<file path="config.mk">
export PLATFORM = sky130hd
export DESIGN_NAME = csw_clock_switch
export DESIGN_NICKNAME = d
export VERILOG_FILES = /design/src/csw_clock_switch.v
export VERILOG_INCLUDE_DIRS = /design/src /design/src/src
export SDC_FILE = /design/constraint.sdc
export NUM_CORES = 1
export LEC_CHECK = 0
export ABC_CLOCK_PERIOD_IN_PS = 1700
export BUFFER_PORTS_ARGS = -buffer_cell sky130_fd_sc_hd__clkbuf_2
export CORE_UTILIZATION = 44
export CTS_CLUSTER_DIAMETER = 30
export CTS_CLUSTER_SIZE = 30
export DETAILED_ROUTE_END_ITERATION = 12
export PLACE_DENSITY_LB_ADDON = 0.3
export SLEW_MARGIN = 15
export SYNTH_ARGS = -nofsm -noshare
export SYNTH_HDL_FRONTEND = slang
export SYNTH_SLANG_ARGS = --single-unit
</file>
<file path="constraint.sdc">
create_clock -name mclk -period 1.7 [get_ports mclk]
set_input_delay 0.085 -clock mclk [delete_from_list [all_inputs] [get_ports mclk]]
set_output_delay 0.085 -clock mclk [all_outputs]
set_load 0.02 [all_outputs]
</file>
<file path="src/csw_defs.vh">
`ifndef CSW_DEFS_VH
`define CSW_DEFS_VH
// ----------------------------------------
// register word offsets (byte address)
// ----------------------------------------
`define CSW_OFF_REQ      5'h00
`define CSW_OFF_CUR      5'h04
`define CSW_OFF_CTL      5'h08
`define CSW_OFF_RDY      5'h0C
`define CSW_OFF_IRQ_STAT 5'h10
`define CSW_OFF_IRQ_MASK 5'h14
// ----------------------------------------
// field positions
// ----------------------------------------
`define CSW_SRC_HI    6
`define CSW_SRC_LO    4
`define CSW_DIV_HI    3
`define CSW_DIV_LO    0
`define CSW_HOLD_BIT  7
`define CSW_PWR_BIT   6
`define CSW_BYP_BIT   5
`define CSW_DONE_BIT  4
`define CSW_NRDY_BIT  3
`define CSW_EXT_BIT   7
`define CSW_FAST_BIT  6
`define CSW_SLOW_BIT  4
`define CSW_SEC_BIT   3
`define CSW_ADC_BIT   2
`define CSW_PLL_BIT   0
// ----------------------------------------
// source and divider encodings
// ----------------------------------------
`define CSW_SRC_EXT      3'h7
`define CSW_SRC_FAST     3'h6
`define CSW_SRC_RSV5     3'h5
`define CSW_SRC_SLOW     3'h4
`define CSW_SRC_SEC      3'h3
`define CSW_SRC_RSV2     3'h2
`define CSW_SRC_EXT_PLL  3'h1
`define CSW_SRC_FAST_PLL 3'h0
`define CSW_DIV_MAX      4'h9
// ----------------------------------------
// reset values
// ----------------------------------------
`define CSW_CTL_RESET    3'h0
`define CSW_IRQ_RESET    2'h0
`endif

</file>
<file path="src/csw_clock_switch.v">
// The implementer's own choices: the address map and register access over Avalon-MM.
`timescale 1ns/1ps
`default_nettype none
`include "csw_defs.vh"
module csw_clock_switch #(
  parameter [2:0] RESET_SOURCE  = 3'h6,
  parameter [3:0] RESET_DIVIDER = 4'h4,
  parameter [2:0] EXT_MODE      = 3'h0
) (
  // clock and reset
  input  wire        mclk,
  input  wire        resetn,
  // avalon-mm slave
  input  wire [4:0]  avs_address,
  input  wire        avs_read,
  input  wire        avs_write,
  input  wire [31:0] avs_writedata,
  output reg  [31:0] avs_readdata,
  output reg         avs_waitrequest,
  // oscillator ready inputs (asynchronous)
  input  wire        external_ready,
  input  wire        fast_internal_ready,
  input  wire        slow_internal_ready,
  input  wire        secondary_ready,
  input  wire        adc_rc_ready,
  input  wire        multiplier_locked,
  // clock tree control
  output reg  [2:0]  active_source,
  output reg  [3:0]  active_divider,
  output reg  [2:0]  external_mode_config,
  output reg         secondary_high_power,
  output reg         secondary_bypass,
  output reg         secondary_xtal_drive,
  output reg         switch_irq_pulse,
  output reg         irq
);
  // ----------------------------------------
  // ready input synchronisers
  // ----------------------------------------
  reg  [5:0] rdy_s1_q;
  reg  [5:0] rdy_s2_q;
  wire [5:0] rdy_raw;
  assign rdy_raw = {multiplier_locked, adc_rc_ready, secondary_ready,
                    slow_internal_ready, fast_internal_ready, external_ready};
  always @(posedge mclk or negedge resetn) begin
    if (!resetn) begin
      rdy_s1_q <= 6'h00;
      rdy_s2_q <= 6'h00;
    end else begin
      rdy_s1_q <= rdy_raw;
      rdy_s2_q <= rdy_s1_q;
    end
  end
  wire ext_r  = rdy_s2_q[0];
  wire fast_r = rdy_s2_q[1];
  wire slow_r = rdy_s2_q[2];
  wire sec_r  = rdy_s2_q[3];
  wire adc_r  = rdy_s2_q[4];
  wire pll_r  = rdy_s2_q[5];

  // ----------------------------------------
  // registers
  // ----------------------------------------
  reg  [2:0] req_src_q;
  reg  [3:0] req_div_q;
  reg  [2:0] cur_src_q;
  reg  [3:0] cur_div_q;
  reg        hold_q;
  reg        pwr_q;
  reg        byp_q;
  reg  [1:0] ist_q;
  reg  [1:0] imask_q;
  reg        nrdy_prev_q;
  reg        boot_q;

  // ----------------------------------------
  // request source decode
  // ----------------------------------------
  wire [2:0] wr_src = avs_writedata[`CSW_SRC_HI:`CSW_SRC_LO];
  wire       wr_rsv = (wr_src == `CSW_SRC_RSV5) || (wr_src == `CSW_SRC_RSV2);
  wire [2:0] wr_src_fix = wr_rsv ? `CSW_SRC_FAST : wr_src;
  wire       acc = !avs_waitrequest;
  wire       wr_req = acc && avs_write && (avs_address == `CSW_OFF_REQ);
  wire       wr_ctl = acc && avs_write && (avs_address == `CSW_OFF_CTL);
  wire       wr_ist = acc && avs_write && (avs_address == `CSW_OFF_IRQ_STAT);
  wire       wr_imk = acc && avs_write && (avs_address == `CSW_OFF_IRQ_MASK);

  // ----------------------------------------
  // switch status
  // ----------------------------------------
  reg sel_rdy;
  always @* begin
    case (req_src_q)
      `CSW_SRC_EXT:      sel_rdy = ext_r;
      `CSW_SRC_FAST:     sel_rdy = fast_r;
      `CSW_SRC_SLOW:     sel_rdy = slow_r;
      `CSW_SRC_SEC:      sel_rdy = sec_r;
      `CSW_SRC_EXT_PLL:  sel_rdy = ext_r && pll_r;
      `CSW_SRC_FAST_PLL: sel_rdy = fast_r && pll_r;
      default:           sel_rdy = fast_r;
    endcase
  end
  wire busy     = (req_src_q != cur_src_q) || (req_div_q != cur_div_q);
  wire done     = !busy;
  wire new_rdy  = busy && sel_rdy && !boot_q;
  wire do_sw    = new_rdy && !hold_q;
  wire nrdy_rise = new_rdy && !nrdy_prev_q;

  // ----------------------------------------
  // request, current and control state
  // ----------------------------------------
  always @(posedge mclk or negedge resetn) begin
    if (!resetn) begin
      req_src_q   <= 3'h0;
      req_div_q   <= 4'h0;
      cur_src_q   <= 3'h0;
      cur_div_q   <= 4'h0;
      hold_q      <= 1'b0;
      pwr_q       <= 1'b0;
      byp_q       <= 1'b0;
      nrdy_prev_q <= 1'b0;
      boot_q      <= 1'b1;
    end else begin
      nrdy_prev_q <= new_rdy;
      if (boot_q) begin
        boot_q    <= 1'b0;
        req_src_q <= RESET_SOURCE;
        req_div_q <= RESET_DIVIDER;
        cur_src_q <= RESET_SOURCE;
        cur_div_q <= RESET_DIVIDER;
      end else begin
        if (wr_req) begin
          req_src_q <= wr_src_fix;
          req_div_q <= avs_writedata[`CSW_DIV_HI:`CSW_DIV_LO];
        end
        if (do_sw) begin
          cur_src_q <= req_src_q;
          cur_div_q <= req_div_q;
        end
      end
      if (wr_ctl) begin
        hold_q <= avs_writedata[`CSW_HOLD_BIT];
        pwr_q  <= avs_writedata[`CSW_PWR_BIT];
        byp_q  <= avs_writedata[`CSW_BYP_BIT];
      end
    end
  end

  // ----------------------------------------
  // interrupt status and mask
  // ----------------------------------------
  wire [1:0] ev = {do_sw, nrdy_rise};
  always @(posedge mclk or negedge resetn) begin
    if (!resetn) begin
      ist_q   <= `CSW_IRQ_RESET;
      imask_q <= `CSW_IRQ_RESET;
    end else begin
      ist_q <= (ist_q & ~(wr_ist ? avs_writedata[1:0] : 2'h0)) | ev;
      if (wr_imk)
        imask_q <= avs_writedata[1:0];
    end
  end

  // ----------------------------------------
  // bus slave: one wait cycle per access
  // ----------------------------------------
  reg [7:0] rd_mux;
  always @* begin
    case (avs_address)
      `CSW_OFF_REQ: rd_mux = {1'b0, req_src_q, req_div_q};
      `CSW_OFF_CUR: rd_mux = {1'b0, cur_src_q, cur_div_q};
      `CSW_OFF_CTL: rd_mux = {hold_q, pwr_q, byp_q, done, new_rdy, 3'h0};
      `CSW_OFF_RDY: rd_mux = {ext_r, fast_r, 1'b0, slow_r, sec_r, adc_r, 1'b0,
                              pll_r};
      `CSW_OFF_IRQ_STAT: rd_mux = {6'h00, ist_q};
      `CSW_OFF_IRQ_MASK: rd_mux = {6'h00, imask_q};
      default: rd_mux = 8'h00;
    endcase
  end
  always @(posedge mclk or negedge resetn) begin
    if (!resetn) begin
      avs_waitrequest <= 1'b1;
      avs_readdata    <= 32'h0000_0000;
    end else begin
      avs_waitrequest <= !((avs_read || avs_write) && avs_waitrequest);
      if (avs_read && avs_waitrequest)
        avs_readdata <= {24'h000000, rd_mux};
    end
  end

  // ----------------------------------------
  // registered outputs
  // ----------------------------------------
  always @(posedge mclk or negedge resetn) begin
    if (!resetn) begin
      active_source        <= 3'h0;
      active_divider       <= 4'h0;
      external_mode_config <= 3'h0;
      secondary_high_power <= 1'b0;
      secondary_bypass     <= 1'b0;
      secondary_xtal_drive <= 1'b0;
      switch_irq_pulse     <= 1'b0;
      irq                  <= 1'b0;
    end else begin
      active_source        <= cur_src_q;
      active_divider       <= cur_div_q;
      external_mode_config <= EXT_MODE;
      secondary_high_power <= pwr_q && !byp_q;
      secondary_bypass     <= byp_q;
      secondary_xtal_drive <= !byp_q;
      switch_irq_pulse     <= nrdy_rise;
      irq                  <= |(ist_q & imask_q);
    end
  end
endmodule
`default_nettype wire

</file>
# ---- After elaboration in Yosys (flattened, before gate mapping)
# Cells that the tools add are included.
dict set report word_totals {
  out_inout_bits 48
  in_bits 47
  word_cells 80
  ff_bits 56
}
dict set report op_classes {
  reduce_logical 29
  n_mux 12
  bitwise_logic 4
  n_eq_ne 13
}
# operator n
set op_table {}
lappend op_table {{$pmux 8 s6} 1}
lappend op_table {{$mux 4} 4}
lappend op_table {{$mux 3} 5}
lappend op_table {{$logic_and 1x1->1} 14}
lappend op_table {{$eq 5x4->1 const B} 2}
lappend op_table {{$eq 5x5->1 const B} 2}
lappend op_table {{$eq 3x3->1 const B} 3}
lappend op_table {{$logic_not 1->1} 7}
lappend op_table {{$eq 3x2->1 const B} 2}
lappend op_table {{$eq 5x3->1 const B} 1}
lappend op_table {{$logic_not 5->1} 1}
lappend op_table {{$pmux 1 s5} 1}
lappend op_table {{$and 2x2->2} 2}
lappend op_table {{$ne 4x4->1} 1}
lappend op_table {{$reduce_bool 2->1} 2}
lappend op_table {{$eq 3x1->1 const B} 1}
lappend op_table {{$logic_not 3->1} 1}
lappend op_table {{$logic_or 1x1->1} 3}
lappend op_table {{$ne 3x3->1} 1}
lappend op_table {{$mux 2} 1}
lappend op_table {{$not 2->2} 1}
lappend op_table {{$or 2x2->2} 1}
lappend op_table {{$reduce_or 2->1} 1}

# ---- Depth between registers and ports, before layout
dict set report depth {
  depth_word 7
  depth_mapped 7
}

# ---- Worst setup path after synthesis
# Ideal clock, no wire load.
dict set report synth_timing {
  path_type {reg-to-reg}
  start {reg req_src_q[2]}
  end {reg avs_readdata[3]}
  period_less_slack_ps 1682
  slack_ps 18
  setup_ps 103
  t_required_ps 1597
  stages_incl_launch_ff 7
  arrival_time_ps 1579
  path_cell_list {dfrtp_1 -> buf_6 -> nand2b_4 -> a21boi_2 -> o311ai_1 -> or3_4 -> o41ai_2}
}
dict set report synth_between {
  elab_chain_cells 5
}
# item line_no
set synth_lines {}
lappend synth_lines {{start: declaration} csw_clock_switch.v:64} ;# reg [2:0] req_src_q;
lappend synth_lines {{start signal: assignment} csw_clock_switch.v:133} ;# req_src_q <= wr_src_fix;
lappend synth_lines {{$eq 3x1->1, or another cell as far along} csw_clock_switch.v:93} ;# case (req_src_q)
lappend synth_lines {{$pmux 1 s5 or $logic_or 1x1->1 (tied branches)} {csw_clock_switch.v:93, csw_clock_switch.v:103}}
lappend synth_lines {{$logic_and 1x1->1 * (2 in a row)} csw_clock_switch.v:105} ;# wire new_rdy = busy && sel_rdy && !boot_q;
lappend synth_lines {{$pmux 8 s6 *} csw_clock_switch.v:169} ;# case (avs_address)
lappend synth_lines {{end signal: assignment} csw_clock_switch.v:187} ;# avs_readdata <= {24'h000000, rd_mux};
lappend synth_lines {{end: declaration} csw_clock_switch.v:18} ;# output reg [31:0] avs_readdata,
# Every way passes the cells marked *; elsewhere a longest branch is shown, timed or not.
# A chain may end at the register's enable or synchronous reset.

# ---- Worst setup path after layout
dict set report layout_timing {
  start {reg rdy_s2_q[0]}
  end {reg avs_readdata[3]}
}
dict set report layout_between {
  elab_chain_cells 5
}
# item line_no
set layout_lines {}
lappend layout_lines {{start: declaration} csw_clock_switch.v:41} ;# reg [5:0] rdy_s2_q;
lappend layout_lines {{start signal: assignment} csw_clock_switch.v:51} ;# rdy_s2_q <= rdy_s1_q;
lappend layout_lines {{$logic_and 1x1->1} csw_clock_switch.v:98} ;# `CSW_SRC_EXT_PLL: sel_rdy = ext_r && pll_r;
lappend layout_lines {{$pmux 1 s5 *} csw_clock_switch.v:93}
lappend layout_lines {{$logic_and 1x1->1 * (2 in a row)} csw_clock_switch.v:105}
lappend layout_lines {{$pmux 8 s6 *} csw_clock_switch.v:169}
# Marks and branches as above.

==> impl_results.rst <==
.. list-table::
   :header-rows: 1

   * - Metric
     - Value
   * - Run status
     - finished clean
   * - Buffer count from post-CTS setup fixing
     - 0
   * - Maxcap violations
     - 0
   * - Top Ports
     - 95
   * - Number of distinct library cells after synthesis
     - 44
   * - Die height
     - 79.0 um
   * - Number of warning messages in the yosys log
     - 0
   * - Count of nets after finishing
     - 346
   * - Share of synthesized cell area in and, or, nand and nor gates
     - 12.6%
   * - Kind of launch point of the worst setup path
     - flop
   * - Clock sink count
     - 56
   * - DRC violation count after routing
     - 0
   * - Top routing layer in use
     - met4
   * - Number of rows in the core area
     - 27
   * - Part of the power in registers
     - 56.9%
   * - Antenna-violating nets left
     - 0
   * - Worst Setup End Kind
     - flop
   * - Pwr per Cell Area
     - 804 mW/mm^2
   * - DR iter-0 viols
     - 130
   * - Number of enable flip-flop cells after synthesis
     - 0
   * - CTS tree
     - done
   * - Critical register-to-register path endpoint
     - avs_readdata[3]
   * - Sink of the worst hold path
     - req_div_q[3]
   * - Post-synthesis instance area
     - 0.00261 mm^2
   * - Overall routing resource usage
     - 16.4%
   * - Part of the Yosys area used for sequential elements
     - 53.8%
   * - Leakage
     - 1.59 nW
   * - Clock skew after layout
     - 0.00708 ns
   * - Routed metal-1 wire length
     - 2260 um
   * - Max stage delay cell, worst path
     - dfrtp_1
   * - Part of the power in combinational logic
     - 13.3%
   * - Combined flip-flop and latch cell area
     - 0.00141 mm^2
   * - CP peak stage delay
     - 0.43 ns
   * - Setup repair after global routing missed its margin
     - true
   * - CP arrival
     - 1.86 ns
   * - Class of the most critical setup path
     - reg2reg
   * - Internal Power
     - 1.84 mW
   * - Number of max-slew violations in the final report
     - 0
   * - Half-perimeter wire length of the detailed placement result
     - 3600 um
   * - Filler instances
     - 511
   * - Source-to-sink clock delay at the later pin of the worst-skew pair
     - 0.31 ns
   * - Worst min-delay path class
     - in2reg
   * - Antenna violations before repair
     - 0
   * - Minimum period implied by the final worst setup slack
     - 1.65 ns
   * - Most used cells in the layout excluding fill and tap cells
     - dfrtp_1 (51), clkbuf_2 (43), conb_1 (28), buf_4 (28)
   * - Combinational family with the most area after synthesis
     - simple AND/OR/NAND/NOR gates
   * - Max Fclk
     - 607 MHz
   * - Number of detailed-routing iterations run before antenna repair
     - 4
   * - Commonest non-fill, non-tap cell in the layout
     - dfrtp_1
   * - Cell count after synthesis
     - 220
   * - Number of cells on the worst reg-to-reg path
     - 5
   * - Share of synthesized flip-flops with an asynchronous set or reset
     - 100%
   * - Launch point of the worst reg-to-reg path
     - rdy_s2_q[0]
   * - Final hold vios
     - 0
   * - Worst-path fanout max
     - 3
   * - Compound-Gate Fraction of Synth Area
     - 8.91%
   * - Share of total power in the clock network
     - 29.8%
   * - Number of endpoints failing setup at the final stage
     - 0
   * - Footprint of the multi-input gates
     - 0.00104 mm^2
   * - CTS H-tree lvls
     - 2
   * - Length of routed met3 wiring
     - 219 um
   * - Setup Slack @ Placement
     - -0.0302 ns
   * - Metal2 WL
     - 2390 um
   * - Cells along the critical path
     - nand2_1 > o2111ai_1 > o311ai_2 > or3_4 > o41ai_4
   * - Total via count in the routed design
     - 1783
   * - Number of stages on the worst hold path
     - 3
   * - Switching share of total power
     - 28.0%
   * - Area growth syn-to-layout
     - 21.9%
   * - Number of buffers created by CTS
     - 5
   * - CTS Root Cell
     - clkbuf_8
   * - Slack of the critical path
     - 0.0515 ns
   * - Required time of the critical path
     - 1.92 ns
   * - Chip width
     - 79.0 um
   * - Bufs on Longest Clock Path
     - 2
   * - Via count of the first global-routing pass
     - 1629
   * - Leading register cell type out of synthesis
     - dfrtp_1
   * - GPL Wtd Cong
     - 0.799
   * - Detailed Route WL
     - 4920 um
   * - Share of final-layout standard cells stronger than drive strength 1
     - 34.0%
   * - Average wire length per cell after detail routing
     - 13.2 um
   * - Multiplexer share of the synthesized area
     - 10.5%
   * - Final critical-path share of the clock period
     - 97.0%
   * - Wire length of the first global-routing pass
     - 7690 um
   * - Flop-to-flop setup slack
     - 0.05 ns
   * - Overflow left after global routing
     - 0
   * - Fraction of synthesized cell area in xor and xnor cells
     - 2.35%
   * - Antenna cell count
     - 0
   * - Die ar.
     - 0.00625 mm^2
   * - Adder-cell share of the synthesized area
     - 0%
   * - Clock transition at path regs
     - 0.10 ns
   * - Port-buffer cells
     - 43
   * - Initial Utilization
     - 46.6%
   * - Flip-flop and latch count after synthesis
     - 56
   * - Max VDD drop
     - 0.406 mV
   * - Largest net degree at the start of global routing
     - 26
   * - Via-to-Cell Ratio
     - 4.79
   * - Mean cell area of the mapped netlist
     - 11.9 um^2
   * - Total Neg Setup Slack
     - 0 ns
   * - Net load switching power
     - 0.716 mW
   * - Core area
     - 0.00561 mm^2
   * - Min-Delay Startpoint
     - avs_writedata[3]
[power by group through the flow]
stage | registers (mW) | clock network, mW | logic, mW
global placement | 1.48 | 0 | 0.313
finish | 1.46 | 0.761 | 0.341
CTS | 1.46 | 0.782 | 0.336
detailed placement | 1.48 | 0 | 0.317
floorplan | 1.50 | 0 | 0.223
global route | 1.47 | 0.835 | 0.372
[cell usage after synthesis, drive strengths merged, types with 2 or more instances]
cell	n	area (um^2)
inv	5	18.8
xnor2	4	35.0
xor2	3	26.3
nand3	7	35.0
nor3	4	42.5
a211o	3	27.5
nand2b	9	63.8
buf	31	248
a21oi	3	15.0
mux4	2	48.8
nor2	17	63.8
mux2	5	56.3
o2bb2ai	2	17.5
nand2	12	45.0
a22oi	2	15.0
dfrtp	54	1350
dfstp	2	52.6
clkbuf	4	25.0
nand4	2	12.5
mux2i	17	170
nor2b	3	18.8
a22o	4	35.0
o21ai	10	50.1
[worst max path at each step]
| stage | to | from | slack [ns] | cells after the start |
|---|---|---|---|---|
| CTS | avs_readdata[3] | rdy_s2_q[5] | 0.009 | 5 |
| finish | avs_readdata[3] | rdy_s2_q[0] | 0.05 | 5 |
| detailed placement | cur_div_q[2] | req_src_q[2] | -0.03 | 7 |
| floorplan | avs_readdata[3] | req_src_q[2] | 0.02 | 6 |
| global placement | cur_div_q[2] | req_src_q[2] | -0.04 | 7 |
| global route | cur_src_q[1] | req_src_q[2] | -0.05 | 7 |
[per-stage QoR]
stage	util [%]	total power, mW	instance area (um^2)	hold WS, ns	instances
6_report	56.8	2.56	3180	0.0227	372
4_1_cts	56.0	2.57	3140	0.00199	371
3_5_place_dp	52.5	1.80	2940	0.0455	354
5_1_grt	56.8	2.67	3180	0.0215	372
2_1_floorplan	-	1.72	2710	-0.211	247
3_3_place_gp	52.5	1.79	2940	0.0438	354
[logic make-up (layout without fill, tap and decap cells)]
logic type      after synthesis  in the layout
xor+xnor                      7              7
mux                          24             24
buf+inv                      41             94
flops                        56             56
simple gates                 60             60
compound gates               31             31
other cells                   1             28
[registers in the layout, summed over array words and instances (netlist names), 2 cells and up]
register / count
active_divider: 4
active_source: 3
avs_readdata: 8
cur_div_q: 4
cur_src_q: 3
imask_q: 2
ist_q: 2
rdy_s1_q: 6
rdy_s2_q: 6
req_div_q: 4
req_src_q: 3
[critical path, delay by kind of cell (launching register included)]
kind	cells	cell delay, ns
AO/OA/AOI/OAI	3	0.69
AND/OR/NAND/NOR	2	0.44
flip-flops	1	0.43
[repair_timing]
| action | CTS | global route |
|---|---|---|
| setup endpoints to repair | 8 | 9 |
| resized for setup | 3 | 5 |
| cloned | 0 | 0 |
| endpoints found under the hold margin | 22 | 1 |
| hold buffers | 9 | 1 |
| pin swaps | 0 | 1 |
[final cells by class]
type | count | share of cell area, %
Timing Repair Buffer | 81 | 16.5
Sequential cell | 56 | 44.2
Tap cell | 72 | 2.83
Clock buffer | 5 | 2.16
Inverter | 5 | 0.590
Clock inverter | 3 | 0.865
Multi-Input combinational cell | 150 | 32.8
[routing by layer]
layer,vias to the layer above,global-route usage (%)
met2,50,27.1
met4,0,5.82
met3,7,3.33
met5,-,0
li1,861,-
met1,865,21.5
Power figures use the tool's default switching activity.
